### config.mk
export PLATFORM = sky130hd
export DESIGN_NAME = fcdm_top
export DESIGN_NICKNAME = d
export VERILOG_FILES = /design/src/logic/fcdm_pkg.sv /design/src/logic/fcdm_top.sv
export VERILOG_INCLUDE_DIRS = /design/src /design/src/logic
export SDC_FILE = /design/constraint.sdc
export NUM_CORES = 1
export LEC_CHECK = 0
export BUFFER_PORTS_ARGS = -buffer_cell sky130_fd_sc_hd__clkbuf_2
export CAP_MARGIN = 25
export CORE_MARGIN = 3
export CORE_UTILIZATION = 40
export CTS_BUF_LIST = sky130_fd_sc_hd__clkbuf_2
export CTS_CLUSTER_DIAMETER = 40
export DETAILED_ROUTE_END_ITERATION = 8
export SLEW_MARGIN = 20
export SYNTH_ARGS = -nofsm -noshare
export SYNTH_HDL_FRONTEND = slang
export SYNTH_SLANG_ARGS = --single-unit
### constraint.sdc
create_clock -name CLK -period 2.9 [get_ports CLK]
set_clock_uncertainty 0.05 [all_clocks]
set_input_delay 0.58 -clock CLK [delete_from_list [all_inputs] [get_ports CLK]]
set_output_delay 0.58 -clock CLK [all_outputs]
set_load 0.02 [all_outputs]
### src/logic/fcdm_defs.svh
// constants for the five channel duty modulator: offsets, fields, reset values
// assumes an apb slave with byte addresses four times the register index
// Operation
// - five modulated channels 0..4, each can take over one port pin
// - one shared 8-bit prescaler clocks the common 8-bit counter
// - output is 0 when duty <= counter, 1 when duty > counter
// - first control: bits 7,6,3,2 pin select ch3,2,1,0; bits 5,4,1,0 enable
// - second control: bit 2 pin select ch4, bit 0 enable ch4, rest reserved
// - enable 1 runs the channel, enable 0 stops it
// - pin carries modulated signal only while pin select is 1
// - prescaler divides by period register value plus one, for all channels
// - repetition rate is clock over (period plus one) times 255
// - high fraction equals duty over 255
// - duty 00h holds low, duty ffh holds high
// - a new duty value acts on the output at once
// - each channel has its own readable writable 8-bit duty register
// - all registers reset to zero: channels stopped, pins general purpose
`ifndef FCDM_DEFS_SVH
`define FCDM_DEFS_SVH
// register indices; byte address is four times these
`define FCDM_IDX_CH4_CTRL 8'hce
`define FCDM_IDX_CH4_DUTY 8'hcf
`define FCDM_IDX_PERIOD 8'hd9
`define FCDM_IDX_CH0_DUTY 8'hda
`define FCDM_IDX_CH1_DUTY 8'hdb
`define FCDM_IDX_CTRL0 8'hdc
`define FCDM_IDX_CH2_DUTY 8'hdd
`define FCDM_IDX_CH3_DUTY 8'hde
`define FCDM_REG_RESET 8'h00
`define FCDM_CTRL1_MASK 8'h05
`define FCDM_CNT_LAST 8'hfe
`define FCDM_CNT_ZERO 8'h00
`define FCDM_ADDR_LSB 2
`define FCDM_STEP 8'h01
`define FCDM_FULL_MASK 8'hff
`define FCDM_BYTE_MSB 7
`define FCDM_UPPER_ZERO 24'h000000
// field positions
`define FCDM_B_EN0 0
`define FCDM_B_EN1 1
`define FCDM_B_SEL0 2
`define FCDM_B_SEL1 3
`define FCDM_B_EN2 4
`define FCDM_B_EN3 5
`define FCDM_B_SEL2 6
`define FCDM_B_SEL3 7
`define FCDM_B_EN4 0
`define FCDM_B_SEL4 2
`endif

### src/logic/fcdm_pkg.sv
// types shared by the duty modulator
// assumes fcdm_defs.svh holds the numeric constants
package fcdm_pkg;
  typedef logic [7:0] fcdm_byte_t;
  typedef logic [4:0] fcdm_chan_t;
endpackage

### src/logic/fcdm_top.sv
// five channel duty modulator with apb register access
// assumes a single 250 mhz clock and apb master at the pins
//
// The APB slave port was chosen for this implementation.
`timescale 1ns/10ps
`include "fcdm_defs.svh"
module fcdm_top (
  input wire logic CLK,
  input wire logic RESET_N,
  input wire logic PSEL,
  input wire logic PENABLE,
  input wire logic PWRITE,
  input wire logic [31:0] PADDR,
  input wire logic [31:0] PWDATA,
  output logic [31:0] PRDATA,
  output logic PREADY,
  output logic PSLVERR,
  output fcdm_pkg::fcdm_chan_t CHAN_OUT,
  output fcdm_pkg::fcdm_chan_t PIN_SELECT,
  output fcdm_pkg::fcdm_chan_t PIN_OUT
);
  import fcdm_pkg::*;

  // control and period registers
  fcdm_byte_t ctrl0_reg;
  fcdm_byte_t ctrl1_reg;
  fcdm_byte_t period_reg;

  // one duty register per channel
  fcdm_byte_t duty0_reg;
  fcdm_byte_t duty1_reg;
  fcdm_byte_t duty2_reg;
  fcdm_byte_t duty3_reg;
  fcdm_byte_t duty4_reg;

  // shared prescaler and counter
  fcdm_byte_t pre_reg;
  fcdm_byte_t cnt_reg;

  // registered outputs
  fcdm_chan_t out_reg;
  fcdm_chan_t sel_reg;
  fcdm_chan_t pin_reg;
  logic [31:0] rdata_reg;
  logic ready_reg;
  logic err_reg;

  // register index from byte address
  function automatic logic [7:0] idx_of(input logic [31:0] a);
    idx_of = a[`FCDM_ADDR_LSB+7:`FCDM_ADDR_LSB];
  endfunction

  // whole-word match only: upper bits and byte lanes must be zero
  function automatic logic addr_hit(input logic [31:0] a, input logic [7:0] index);
    logic upper_zero;
    logic lane_zero;
    upper_zero = (a[31:`FCDM_ADDR_LSB+8] == '0);
    lane_zero = (a[`FCDM_ADDR_LSB-1:0] == '0);
    addr_hit = upper_zero && lane_zero && (idx_of(a) == index);
  endfunction

  // channel is high while its duty is above the count
  function automatic logic duty_above(input fcdm_byte_t duty, input fcdm_byte_t count);
    duty_above = (duty > count);
  endfunction

  // plain increment shared by prescaler and counter
  function automatic fcdm_byte_t step_up(input fcdm_byte_t value);
    step_up = value + `FCDM_STEP;
  endfunction

  // new byte for a register on write, old value otherwise
  function automatic fcdm_byte_t merge_byte(input logic we, input fcdm_byte_t bus,
    input fcdm_byte_t mask, input fcdm_byte_t old);
    merge_byte = we ? (bus & mask) : old;
  endfunction

  // bus phases
  wire logic setup = PSEL && !PENABLE;
  wire logic access_phase = PSEL && PENABLE;
  // write commits only at the edge where the master samples ready
  wire logic commit = access_phase && ready_reg;
  wire logic wr = commit && PWRITE;
  wire fcdm_byte_t wb = PWDATA[`FCDM_BYTE_MSB:0];

  // address decode
  wire logic hit_c1 = addr_hit(PADDR, `FCDM_IDX_CH4_CTRL);
  wire logic hit_d4 = addr_hit(PADDR, `FCDM_IDX_CH4_DUTY);
  wire logic hit_p = addr_hit(PADDR, `FCDM_IDX_PERIOD);
  wire logic hit_d0 = addr_hit(PADDR, `FCDM_IDX_CH0_DUTY);
  wire logic hit_d1 = addr_hit(PADDR, `FCDM_IDX_CH1_DUTY);
  wire logic hit_c0 = addr_hit(PADDR, `FCDM_IDX_CTRL0);
  wire logic hit_d2 = addr_hit(PADDR, `FCDM_IDX_CH2_DUTY);
  wire logic hit_d3 = addr_hit(PADDR, `FCDM_IDX_CH3_DUTY);
  wire logic mapped = hit_c1 | hit_d4 | hit_p | hit_d0 | hit_d1 | hit_c0 | hit_d2 | hit_d3;

  // per-register write strobes; unmapped writes are dropped
  wire logic wr_c0 = wr && hit_c0;
  wire logic wr_c1 = wr && hit_c1;
  wire logic wr_p = wr && hit_p;
  wire logic wr_d0 = wr && hit_d0;
  wire logic wr_d1 = wr && hit_d1;
  wire logic wr_d2 = wr && hit_d2;
  wire logic wr_d3 = wr && hit_d3;
  wire logic wr_d4 = wr && hit_d4;

  // next values; reserved bits of channel4_control stay zero
  wire fcdm_byte_t ctrl0_next = merge_byte(wr_c0, wb, `FCDM_FULL_MASK, ctrl0_reg);
  wire fcdm_byte_t ctrl1_next = merge_byte(wr_c1, wb, `FCDM_CTRL1_MASK, ctrl1_reg);
  wire fcdm_byte_t period_next = merge_byte(wr_p, wb, `FCDM_FULL_MASK, period_reg);
  wire fcdm_byte_t duty0_next = merge_byte(wr_d0, wb, `FCDM_FULL_MASK, duty0_reg);
  wire fcdm_byte_t duty1_next = merge_byte(wr_d1, wb, `FCDM_FULL_MASK, duty1_reg);
  wire fcdm_byte_t duty2_next = merge_byte(wr_d2, wb, `FCDM_FULL_MASK, duty2_reg);
  wire fcdm_byte_t duty3_next = merge_byte(wr_d3, wb, `FCDM_FULL_MASK, duty3_reg);
  wire fcdm_byte_t duty4_next = merge_byte(wr_d4, wb, `FCDM_FULL_MASK, duty4_reg);

  // read mux, taken in the setup cycle
  wire fcdm_byte_t rsel =
    hit_c1 ? ctrl1_reg :
    hit_d4 ? duty4_reg :
    hit_p ? period_reg :
    hit_d0 ? duty0_reg :
    hit_d1 ? duty1_reg :
    hit_c0 ? ctrl0_reg :
    hit_d2 ? duty2_reg :
    hit_d3 ? duty3_reg :
    `FCDM_REG_RESET;

  // enables and pin selects per channel
  wire logic chan0_run_enable = ctrl0_reg[`FCDM_B_EN0];
  wire logic chan1_run_enable = ctrl0_reg[`FCDM_B_EN1];
  wire logic chan2_run_enable = ctrl0_reg[`FCDM_B_EN2];
  wire logic chan3_run_enable = ctrl0_reg[`FCDM_B_EN3];
  wire logic chan4_run_enable = ctrl1_reg[`FCDM_B_EN4];
  wire logic chan0_pin_select = ctrl0_reg[`FCDM_B_SEL0];
  wire logic chan1_pin_select = ctrl0_reg[`FCDM_B_SEL1];
  wire logic chan2_pin_select = ctrl0_reg[`FCDM_B_SEL2];
  wire logic chan3_pin_select = ctrl0_reg[`FCDM_B_SEL3];
  wire logic chan4_pin_select = ctrl1_reg[`FCDM_B_SEL4];
  wire fcdm_chan_t run_en = {chan4_run_enable, chan3_run_enable, chan2_run_enable,
    chan1_run_enable, chan0_run_enable};
  wire fcdm_chan_t pin_sel = {chan4_pin_select, chan3_pin_select, chan2_pin_select,
    chan1_pin_select, chan0_pin_select};

  // counter holds while every channel is stopped
  wire logic any_en = |run_en;
  // prescaler divides by period+1
  wire logic tick = any_en && (pre_reg == period_reg);
  wire fcdm_byte_t pre_next = (!any_en || tick) ? `FCDM_REG_RESET : step_up(pre_reg);
  // 255 counts per period, so rate is clk/((period+1)*255)
  wire logic cnt_wrap = (cnt_reg == `FCDM_CNT_LAST);
  wire fcdm_byte_t cnt_next = !tick ? cnt_reg : cnt_wrap ? `FCDM_CNT_ZERO : step_up(cnt_reg);

  // compare against live duty, so a new value acts at once
  wire logic cmp0 = chan0_run_enable && duty_above(duty0_reg, cnt_reg);
  wire logic cmp1 = chan1_run_enable && duty_above(duty1_reg, cnt_reg);
  wire logic cmp2 = chan2_run_enable && duty_above(duty2_reg, cnt_reg);
  wire logic cmp3 = chan3_run_enable && duty_above(duty3_reg, cnt_reg);
  wire logic cmp4 = chan4_run_enable && duty_above(duty4_reg, cnt_reg);
  wire fcdm_chan_t out_next = {cmp4, cmp3, cmp2, cmp1, cmp0};
  // pin carries the signal only while selected; low otherwise for the gpio mux
  wire fcdm_chan_t sel_next = pin_sel;
  wire fcdm_chan_t pin_next = out_next & pin_sel;

  // bus answer: no wait state, ready in the first access cycle
  wire logic ready_next = setup;
  wire logic err_next = setup && !mapped;
  wire logic [31:0] rdata_next = setup ? {`FCDM_UPPER_ZERO, rsel} : rdata_reg;

  always_ff @(posedge CLK or negedge RESET_N) begin
    if (!RESET_N) begin
      ctrl0_reg <= `FCDM_REG_RESET;
    end else begin
      ctrl0_reg <= ctrl0_next;
    end
  end

  always_ff @(posedge CLK or negedge RESET_N) begin
    if (!RESET_N) begin
      ctrl1_reg <= `FCDM_REG_RESET;
    end else begin
      ctrl1_reg <= ctrl1_next;
    end
  end

  always_ff @(posedge CLK or negedge RESET_N) begin
    if (!RESET_N) begin
      period_reg <= `FCDM_REG_RESET;
    end else begin
      period_reg <= period_next;
    end
  end

  always_ff @(posedge CLK or negedge RESET_N) begin
    if (!RESET_N) begin
      duty0_reg <= `FCDM_REG_RESET;
    end else begin
      duty0_reg <= duty0_next;
    end
  end

  always_ff @(posedge CLK or negedge RESET_N) begin
    if (!RESET_N) begin
      duty1_reg <= `FCDM_REG_RESET;
    end else begin
      duty1_reg <= duty1_next;
    end
  end

  always_ff @(posedge CLK or negedge RESET_N) begin
    if (!RESET_N) begin
      duty2_reg <= `FCDM_REG_RESET;
    end else begin
      duty2_reg <= duty2_next;
    end
  end

  always_ff @(posedge CLK or negedge RESET_N) begin
    if (!RESET_N) begin
      duty3_reg <= `FCDM_REG_RESET;
    end else begin
      duty3_reg <= duty3_next;
    end
  end

  always_ff @(posedge CLK or negedge RESET_N) begin
    if (!RESET_N) begin
      duty4_reg <= `FCDM_REG_RESET;
    end else begin
      duty4_reg <= duty4_next;
    end
  end

  always_ff @(posedge CLK or negedge RESET_N) begin
    if (!RESET_N) begin
      pre_reg <= `FCDM_REG_RESET;
    end else begin
      pre_reg <= pre_next;
    end
  end

  // counter keeps its value while stopped, so a restart resumes mid-period
  always_ff @(posedge CLK or negedge RESET_N) begin
    if (!RESET_N) begin
      cnt_reg <= `FCDM_CNT_ZERO;
    end else begin
      cnt_reg <= cnt_next;
    end
  end

  always_ff @(posedge CLK or negedge RESET_N) begin
    if (!RESET_N) begin
      out_reg <= '0;
    end else begin
      out_reg <= out_next;
    end
  end

  always_ff @(posedge CLK or negedge RESET_N) begin
    if (!RESET_N) begin
      sel_reg <= '0;
    end else begin
      sel_reg <= sel_next;
    end
  end

  always_ff @(posedge CLK or negedge RESET_N) begin
    if (!RESET_N) begin
      pin_reg <= '0;
    end else begin
      pin_reg <= pin_next;
    end
  end

  always_ff @(posedge CLK or negedge RESET_N) begin
    if (!RESET_N) begin
      rdata_reg <= '0;
    end else begin
      rdata_reg <= rdata_next;
    end
  end

  always_ff @(posedge CLK or negedge RESET_N) begin
    if (!RESET_N) begin
      ready_reg <= 1'b0;
    end else begin
      ready_reg <= ready_next;
    end
  end

  always_ff @(posedge CLK or negedge RESET_N) begin
    if (!RESET_N) begin
      err_reg <= 1'b0;
    end else begin
      err_reg <= err_next;
    end
  end

  assign PRDATA = rdata_reg;
  assign PREADY = ready_reg;
  assign PSLVERR = err_reg;
  assign CHAN_OUT = out_reg;
  assign PIN_SELECT = sel_reg;
  assign PIN_OUT = pin_reg;
endmodule

# After elaboration in Yosys (flattened, before gate mapping)
# Cells that the tools add are included.
[op_classes] addsub=2 multipliers=0 div=0 magnitude_cmp=5 eq_ne=10 shift=0 muxes=10 bitwise_logic=8 n_reduce_logical=35
[op_table] op="$mux W8" count=10
[op_table] op="$eq A8 B8 Y1 const B" count=9
[op_table] op="$gt A8 B8 Y1" count=5
[op_table] op="$logic_and A1 B1 Y1" count=28
[op_table] op="$logic_not A22 Y1" count=1
[op_table] op="$add A8 B1 Y8 const B" count=2
[op_table] op="$eq A8 B8 Y1" count=1
[op_table] op="$or A1 B1 Y1" count=7
[op_table] op="$and A5 B5 Y5" count=1
[op_table] op="$reduce_or A5 Y1" count=1
[op_table] op="$logic_not A1 Y1" count=3
[op_table] op="$logic_not A2 Y1" count=1
[op_table] op="$logic_or A1 B1 Y1" count=1
[word_totals] regBits=99 latch_bits=0 ram_bits=0 romBits=0 out_inout_bits=49 word_cells=86 memories=0

# Depth between registers and ports, before layout
[logic_depth] ltp_word=12 depth_mapped=7 mapped_depth_nobuf=7

# Least setup slack after synthesis
# No wires, ideal clock.
[synth_timing] path_kind="input port to flip-flop" from="in PADDR[22]" to="reg duty0_reg[0]" setup_time_ps=125 arrival_time_ps=2208 required_ps=2725 slack_ps=517 stages=5 path_buffers=0 path_cell_list="nor4_1 nand4_1 nor3_4 nor4b_4 mux2_2"
[synth_between] elab_chain_cells=4
[synth_rtl] item="from (decl)" line_no="fcdm_top.sv:13" source="input wire logic [31:0] PADDR,"
[synth_rtl] item="$logic_not A22 Y1" line_no="fcdm_top.sv:57" source="upper_zero = (a[31:`FCDM_ADDR_LSB+8] == '0);"
[synth_rtl] item="$logic_and A1 B1 Y1 (2 in a row)" line_no="fcdm_top.sv:59" source="addr_hit = upper_zero && lane_zero && (idx_of(a) == index);"
[synth_rtl] item="$logic_and A1 B1 Y1" line_no="fcdm_top.sv:101" source="wire logic wr_d0 = wr && hit_d0;"
[synth_rtl] item="to (signal assigned)" line_no="fcdm_top.sv:196" source="duty0_reg <= `FCDM_REG_RESET;"
[synth_rtl] item="to (signal assigned)" line_no="fcdm_top.sv:198" source="duty0_reg <= duty0_next;"
[synth_rtl] item="to (decl)" line_no="fcdm_top.sv:30" source="fcdm_byte_t duty0_reg;"
# Every way passes these cells.
# A chain may end at the register's enable or synchronous reset.

# Final worst setup path
[layout_timing] from="reg period_reg[7]" to="reg cnt_reg[6]"
[layout_between] elab_chain_cells=2
[layout_rtl] item="from (decl)" line_no="fcdm_top.sv:27" source="fcdm_byte_t period_reg;"
[layout_rtl] item="from (signal assigned)" line_no="fcdm_top.sv:188" source="period_reg <= `FCDM_REG_RESET;"
[layout_rtl] item="from (signal assigned)" line_no="fcdm_top.sv:190" source="period_reg <= period_next;"
[layout_rtl] item="$eq A8 B8 Y1" line_no="fcdm_top.sv:148" source="wire logic tick = any_en && (pre_reg == period_reg);"
[layout_rtl] item="$logic_and A1 B1 Y1" line_no="fcdm_top.sv:148"
[layout_rtl] item="to (signal assigned)" line_no="fcdm_top.sv:245" source="cnt_reg <= `FCDM_CNT_ZERO;"
[layout_rtl] item="to (signal assigned)" line_no="fcdm_top.sv:247" source="cnt_reg <= cnt_next;"
[layout_rtl] item="to (decl)" line_no="fcdm_top.sv:38" source="fcdm_byte_t cnt_reg;"
# Every way passes these cells.

==> flow_summary.rst <==
.. list-table::
   :header-rows: 1

   * - Metric
     - Value
   * - Final instance count without filler cells
     - 780
   * - Number of instances in the placed design
     - roughly 760
   * - Global-route wire length before repair
     - approximately 24 mm
   * - Relative slew margins
     - roughly 54%
   * - Ys Warns
     - 0
   * - Clk_lat worst skew
     - approximately 0.63 ns
   * - Total number of vias
     - roughly 4,300
   * - Antenna violations before repair
     - 0
   * - Number of filler instances in the final layout
     - roughly 1,300
   * - Most frequent cells after synthesis
     - sky130_fd_sc_hd__dfrtp_1, sky130_fd_sc_hd__mux2_2, sky130_fd_sc_hd__ha_1
   * - Number of library cell types mapped by synthesis
     - 50
   * - Die X-Extent
     - 125 um
   * - Count of flip-flops with a built-in enable after synthesis
     - 0
   * - Die footprint
     - ~16,000 um2
   * - Drt drc
     - 0
   * - DRC violation total after the first TritonRoute iteration
     - roughly 210
   * - Post-CTS Setup Bufs
     - 0
   * - Leakage power summed over all cells
     - 0.00324 uW
   * - Outcome
     - finished clean
   * - Cell taking the most area after synthesis
     - sky130_fd_sc_hd__dfrtp_1
   * - Total cell area at the placement stage
     - 6200 um2
   * - Area Growth Syn to Fin
     - 11.8%
   * - Worst hold path startpoint
     - PWDATA[4]
   * - Worst ir drop on vdd
     - 0.218 mV
   * - Top FF cell, synth
     - sky130_fd_sc_hd__dfrtp_1
   * - Chip height
     - about 120 um
   * - Upper clock frequency limit
     - approximately 0.47 GHz
   * - Vias per cell
     - approximately 5.5
   * - Cell type of the slowest stage on the worst timing path
     - sky130_fd_sc_hd__dfrtp_1
   * - Routed WL
     - 14.8 mm
   * - Antenna cells
     - 0
   * - Terminating pin of the worst hold path
     - duty1_reg[4]$_DFFE_PN0P_
   * - Delay of the slowest cell on the worst path
     - 0.49 ns
   * - Largest net degree at the start of global routing
     - 53
   * - Total chip power
     - 2230 uW
   * - CTS HTree Levels
     - 3
   * - Ports
     - approximately 120
   * - Leading cell type by number of instances after synthesis
     - sky130_fd_sc_hd__dfrtp_1
   * - Max-cap viol count
     - 0
   * - Largest fanout on the critical path
     - 14
   * - Flop-to-flop setup slack
     - ~0.8 ns
   * - Reg2Reg Depth
     - 6
   * - Global route overflow
     - 0
   * - IO buf count
     - 69
   * - Kind of end point of the critical path
     - register
   * - Required time at the endpoint of the critical path
     - about 3.4 ns
   * - Overall track demand over capacity in global routing
     - 19.3%
   * - Sequential cell area fraction in the yosys report
     - a little over two fifths
   * - Cell area after technology mapping
     - 5660 um2
   * - Hold Crit Depth
     - 2
   * - HPWL reported at the end of detailed placement
     - roughly 11 mm
   * - Final Cycle Share
     - between 70% and 80%
   * - Reg-to-reg endpoint
     - cnt_reg[6]$_DFFE_PN0P_
   * - Register bit total from synthesis
     - approximately 100
   * - RSZ-0062 raised after global routing
     - false
   * - Clock buffer depth
     - 2
   * - Synth area leaders
     - sky130_fd_sc_hd__dfrtp_1, sky130_fd_sc_hd__mux2_2, sky130_fd_sc_hd__ha_1, sky130_fd_sc_hd__buf_4, sky130_fd_sc_hd__o21ai_0
   * - Cell type group with the largest total delay on the critical path
     - simple AND/OR/NAND/NOR gates
   * - Critical Path, Cell by Cell
     - xor2_1 -> nor4_1 -> buf_4 -> nand3_1 -> nand2b_1 -> o41ai_1
   * - Aggregate negative setup slack
     - 0 ns
   * - Bufs and invs on worst path
     - 1
   * - Number of global-route vias before repair
     - around 4,300
   * - Gate Count Post-Synth
     - between 500 and 600
   * - Number of nets in the layout
     - between 700 and 800
   * - Area share of the largest cell type after synthesis
     - between 40% and 50%
   * - Power Density
     - 353 nW/um2
   * - Post-Route Hold Slack
     - 0.273 ns
   * - Share of async-settable or async-resettable flops after synthesis
     - between 90% and 100%
   * - Starting Density
     - 41.7%
   * - CTS Sinks
     - 99
   * - Count of hold-fix buffers inserted at cts
     - 1
   * - Slew at the pin closest to its max-slew limit
     - 0.686 ns
   * - Core box area
     - approximately 14,000 um2
   * - Design area
     - roughly 6300 um2
   * - Time the worst path needs with I/O delays and setup
     - around 2.1 ns
   * - Root Buffer
     - sky130_fd_sc_hd__clkbuf_2
   * - Worst min path class
     - primary input to register
   * - Setup-violating endpoint count in the final report
     - 0
   * - Fraction of final layout cells sized beyond drive strength 1
     - between 20% and 30%
   * - TritonCTS clock tree
     - done
   * - WL per Instance
     - 19.0 um
   * - Type of the worst setup path
     - register to register
   * - Number of routed nets with antenna violations
     - 0
   * - First drt pass iteration count
     - 4
   * - Data arrival time at the worst-slack endpoint
     - 2.61 ns
   * - Final GP Congestion
     - a little over 0.9
   * - Resized cells post-CTS
     - 0
   * - Critical path launch point type
     - register
   * - Reg-to-reg critical path startpoint
     - period_reg[7]$_DFFE_PN0P_
   * - Row count
     - 42
   * - Clock slew at reported path FFs
     - just under 0.3 ns
   * - Mean post-synth cell area
     - around 11 um2
   * - Number of failing hold endpoints at the final stage
     - 0
   * - Inserted Clock Buffers
     - 9
   * - Number of pins exceeding their max-slew limit in the final report
     - 0
[metal layers]
metal / up-vias / part of all wire [%] / track usage, %
li1: 2030 / - / -
met1: 2142 / 44 / 25.8
met2: 119 / 48 / 31.6
met3: 22 / 5.7 / 5.59
met4: 0 / 1.9 / 4.21
met5: - / 0 / 0
[power breakdown]
group | switching (uW) | leakage, uW | internal, uW
logic | 126 | 0.00181 | 45.3
registers | 0.652 | 0.00137 | 1390
clock network | 480 | 0.0000592 | 193
[cells in the final DEF, fill, tap and decap left out, drive strengths merged, types with 5 or more instances in the layout]
cell	instances
a22oi	8
inv	23
xor2	11
nor3	5
and3	7
nand2	23
mux2	61
o21ai	26
dfrtp	99
a21oi	20
o22ai	6
o21a	10
nor2b	11
clkbuf	77
nor4	11
o21bai	5
mux2i	5
a21o	12
conb	24
nand4	16
o31ai	7
nor2	20
ha	43
a211oi	5
nand3	11
nand2b	5
buf	15
[area by class of cell]
type                       instances  area (um2)  share of cell area, %
multi-input combinational        382        2950                   46.7
timing repair buffer              84         475                   7.51
clock buffer                       9        45.0                  0.712
inverter                          23        86.3                   1.36
tap                              176         220                   3.48
clock inverter                     7        68.8                   1.09
sequential                        99        2480                   39.2
[worst max path at each step]
| stage | to | slack, ns | from | depth (start not counted) |
|---|---|---|---|---|
| global route | cnt_reg[6]$_DFFE_PN0P_ | 0.59 | period_reg[7]$_DFFE_PN0P_ | 6 |
| floorplan | duty0_reg[0]$_DFFE_PN0P_ | 0.52 | PADDR[22] | 5 |
| CTS | cnt_reg[6]$_DFFE_PN0P_ | 0.78 | period_reg[7]$_DFFE_PN0P_ | 6 |
| finish | cnt_reg[6]$_DFFE_PN0P_ | 0.79 | period_reg[7]$_DFFE_PN0P_ | 6 |
| global placement | duty1_reg[2]$_DFFE_PN0P_ | 0.24 | PADDR[11] | 7 |
| detailed placement | period_reg[7]$_DFFE_PN0P_ | 0.20 | PADDR[23] | 6 |
[logic make-up (layout without fill, tap and decap cells)]
logic type / Yosys count / in the layout / share of synthesized area, %
flops: 99 / 99 / 43.8
fa+ha+maj: 43 / 43 / 9.51
buf+inv: 59 / 123 / 5.55
mux: 66 / 66 / 13.0
simple gates: 122 / 122 / 12.8
compound gates: 113 / 113 / 13.1
xor+xnor: 14 / 14 / 2.17
other cells: 1 / 24 / 0.0663
[metrics by stage]
stage,setup WS (ns),utilization (%)
after floorplan,0.517,-
after global placement,0.237,45.8
after detailed placement,0.199,45.8
after CTS,0.777,46.7
after global routing,0.595,46.7
final,0.794,46.7
(Power assumes the default switching activity.)
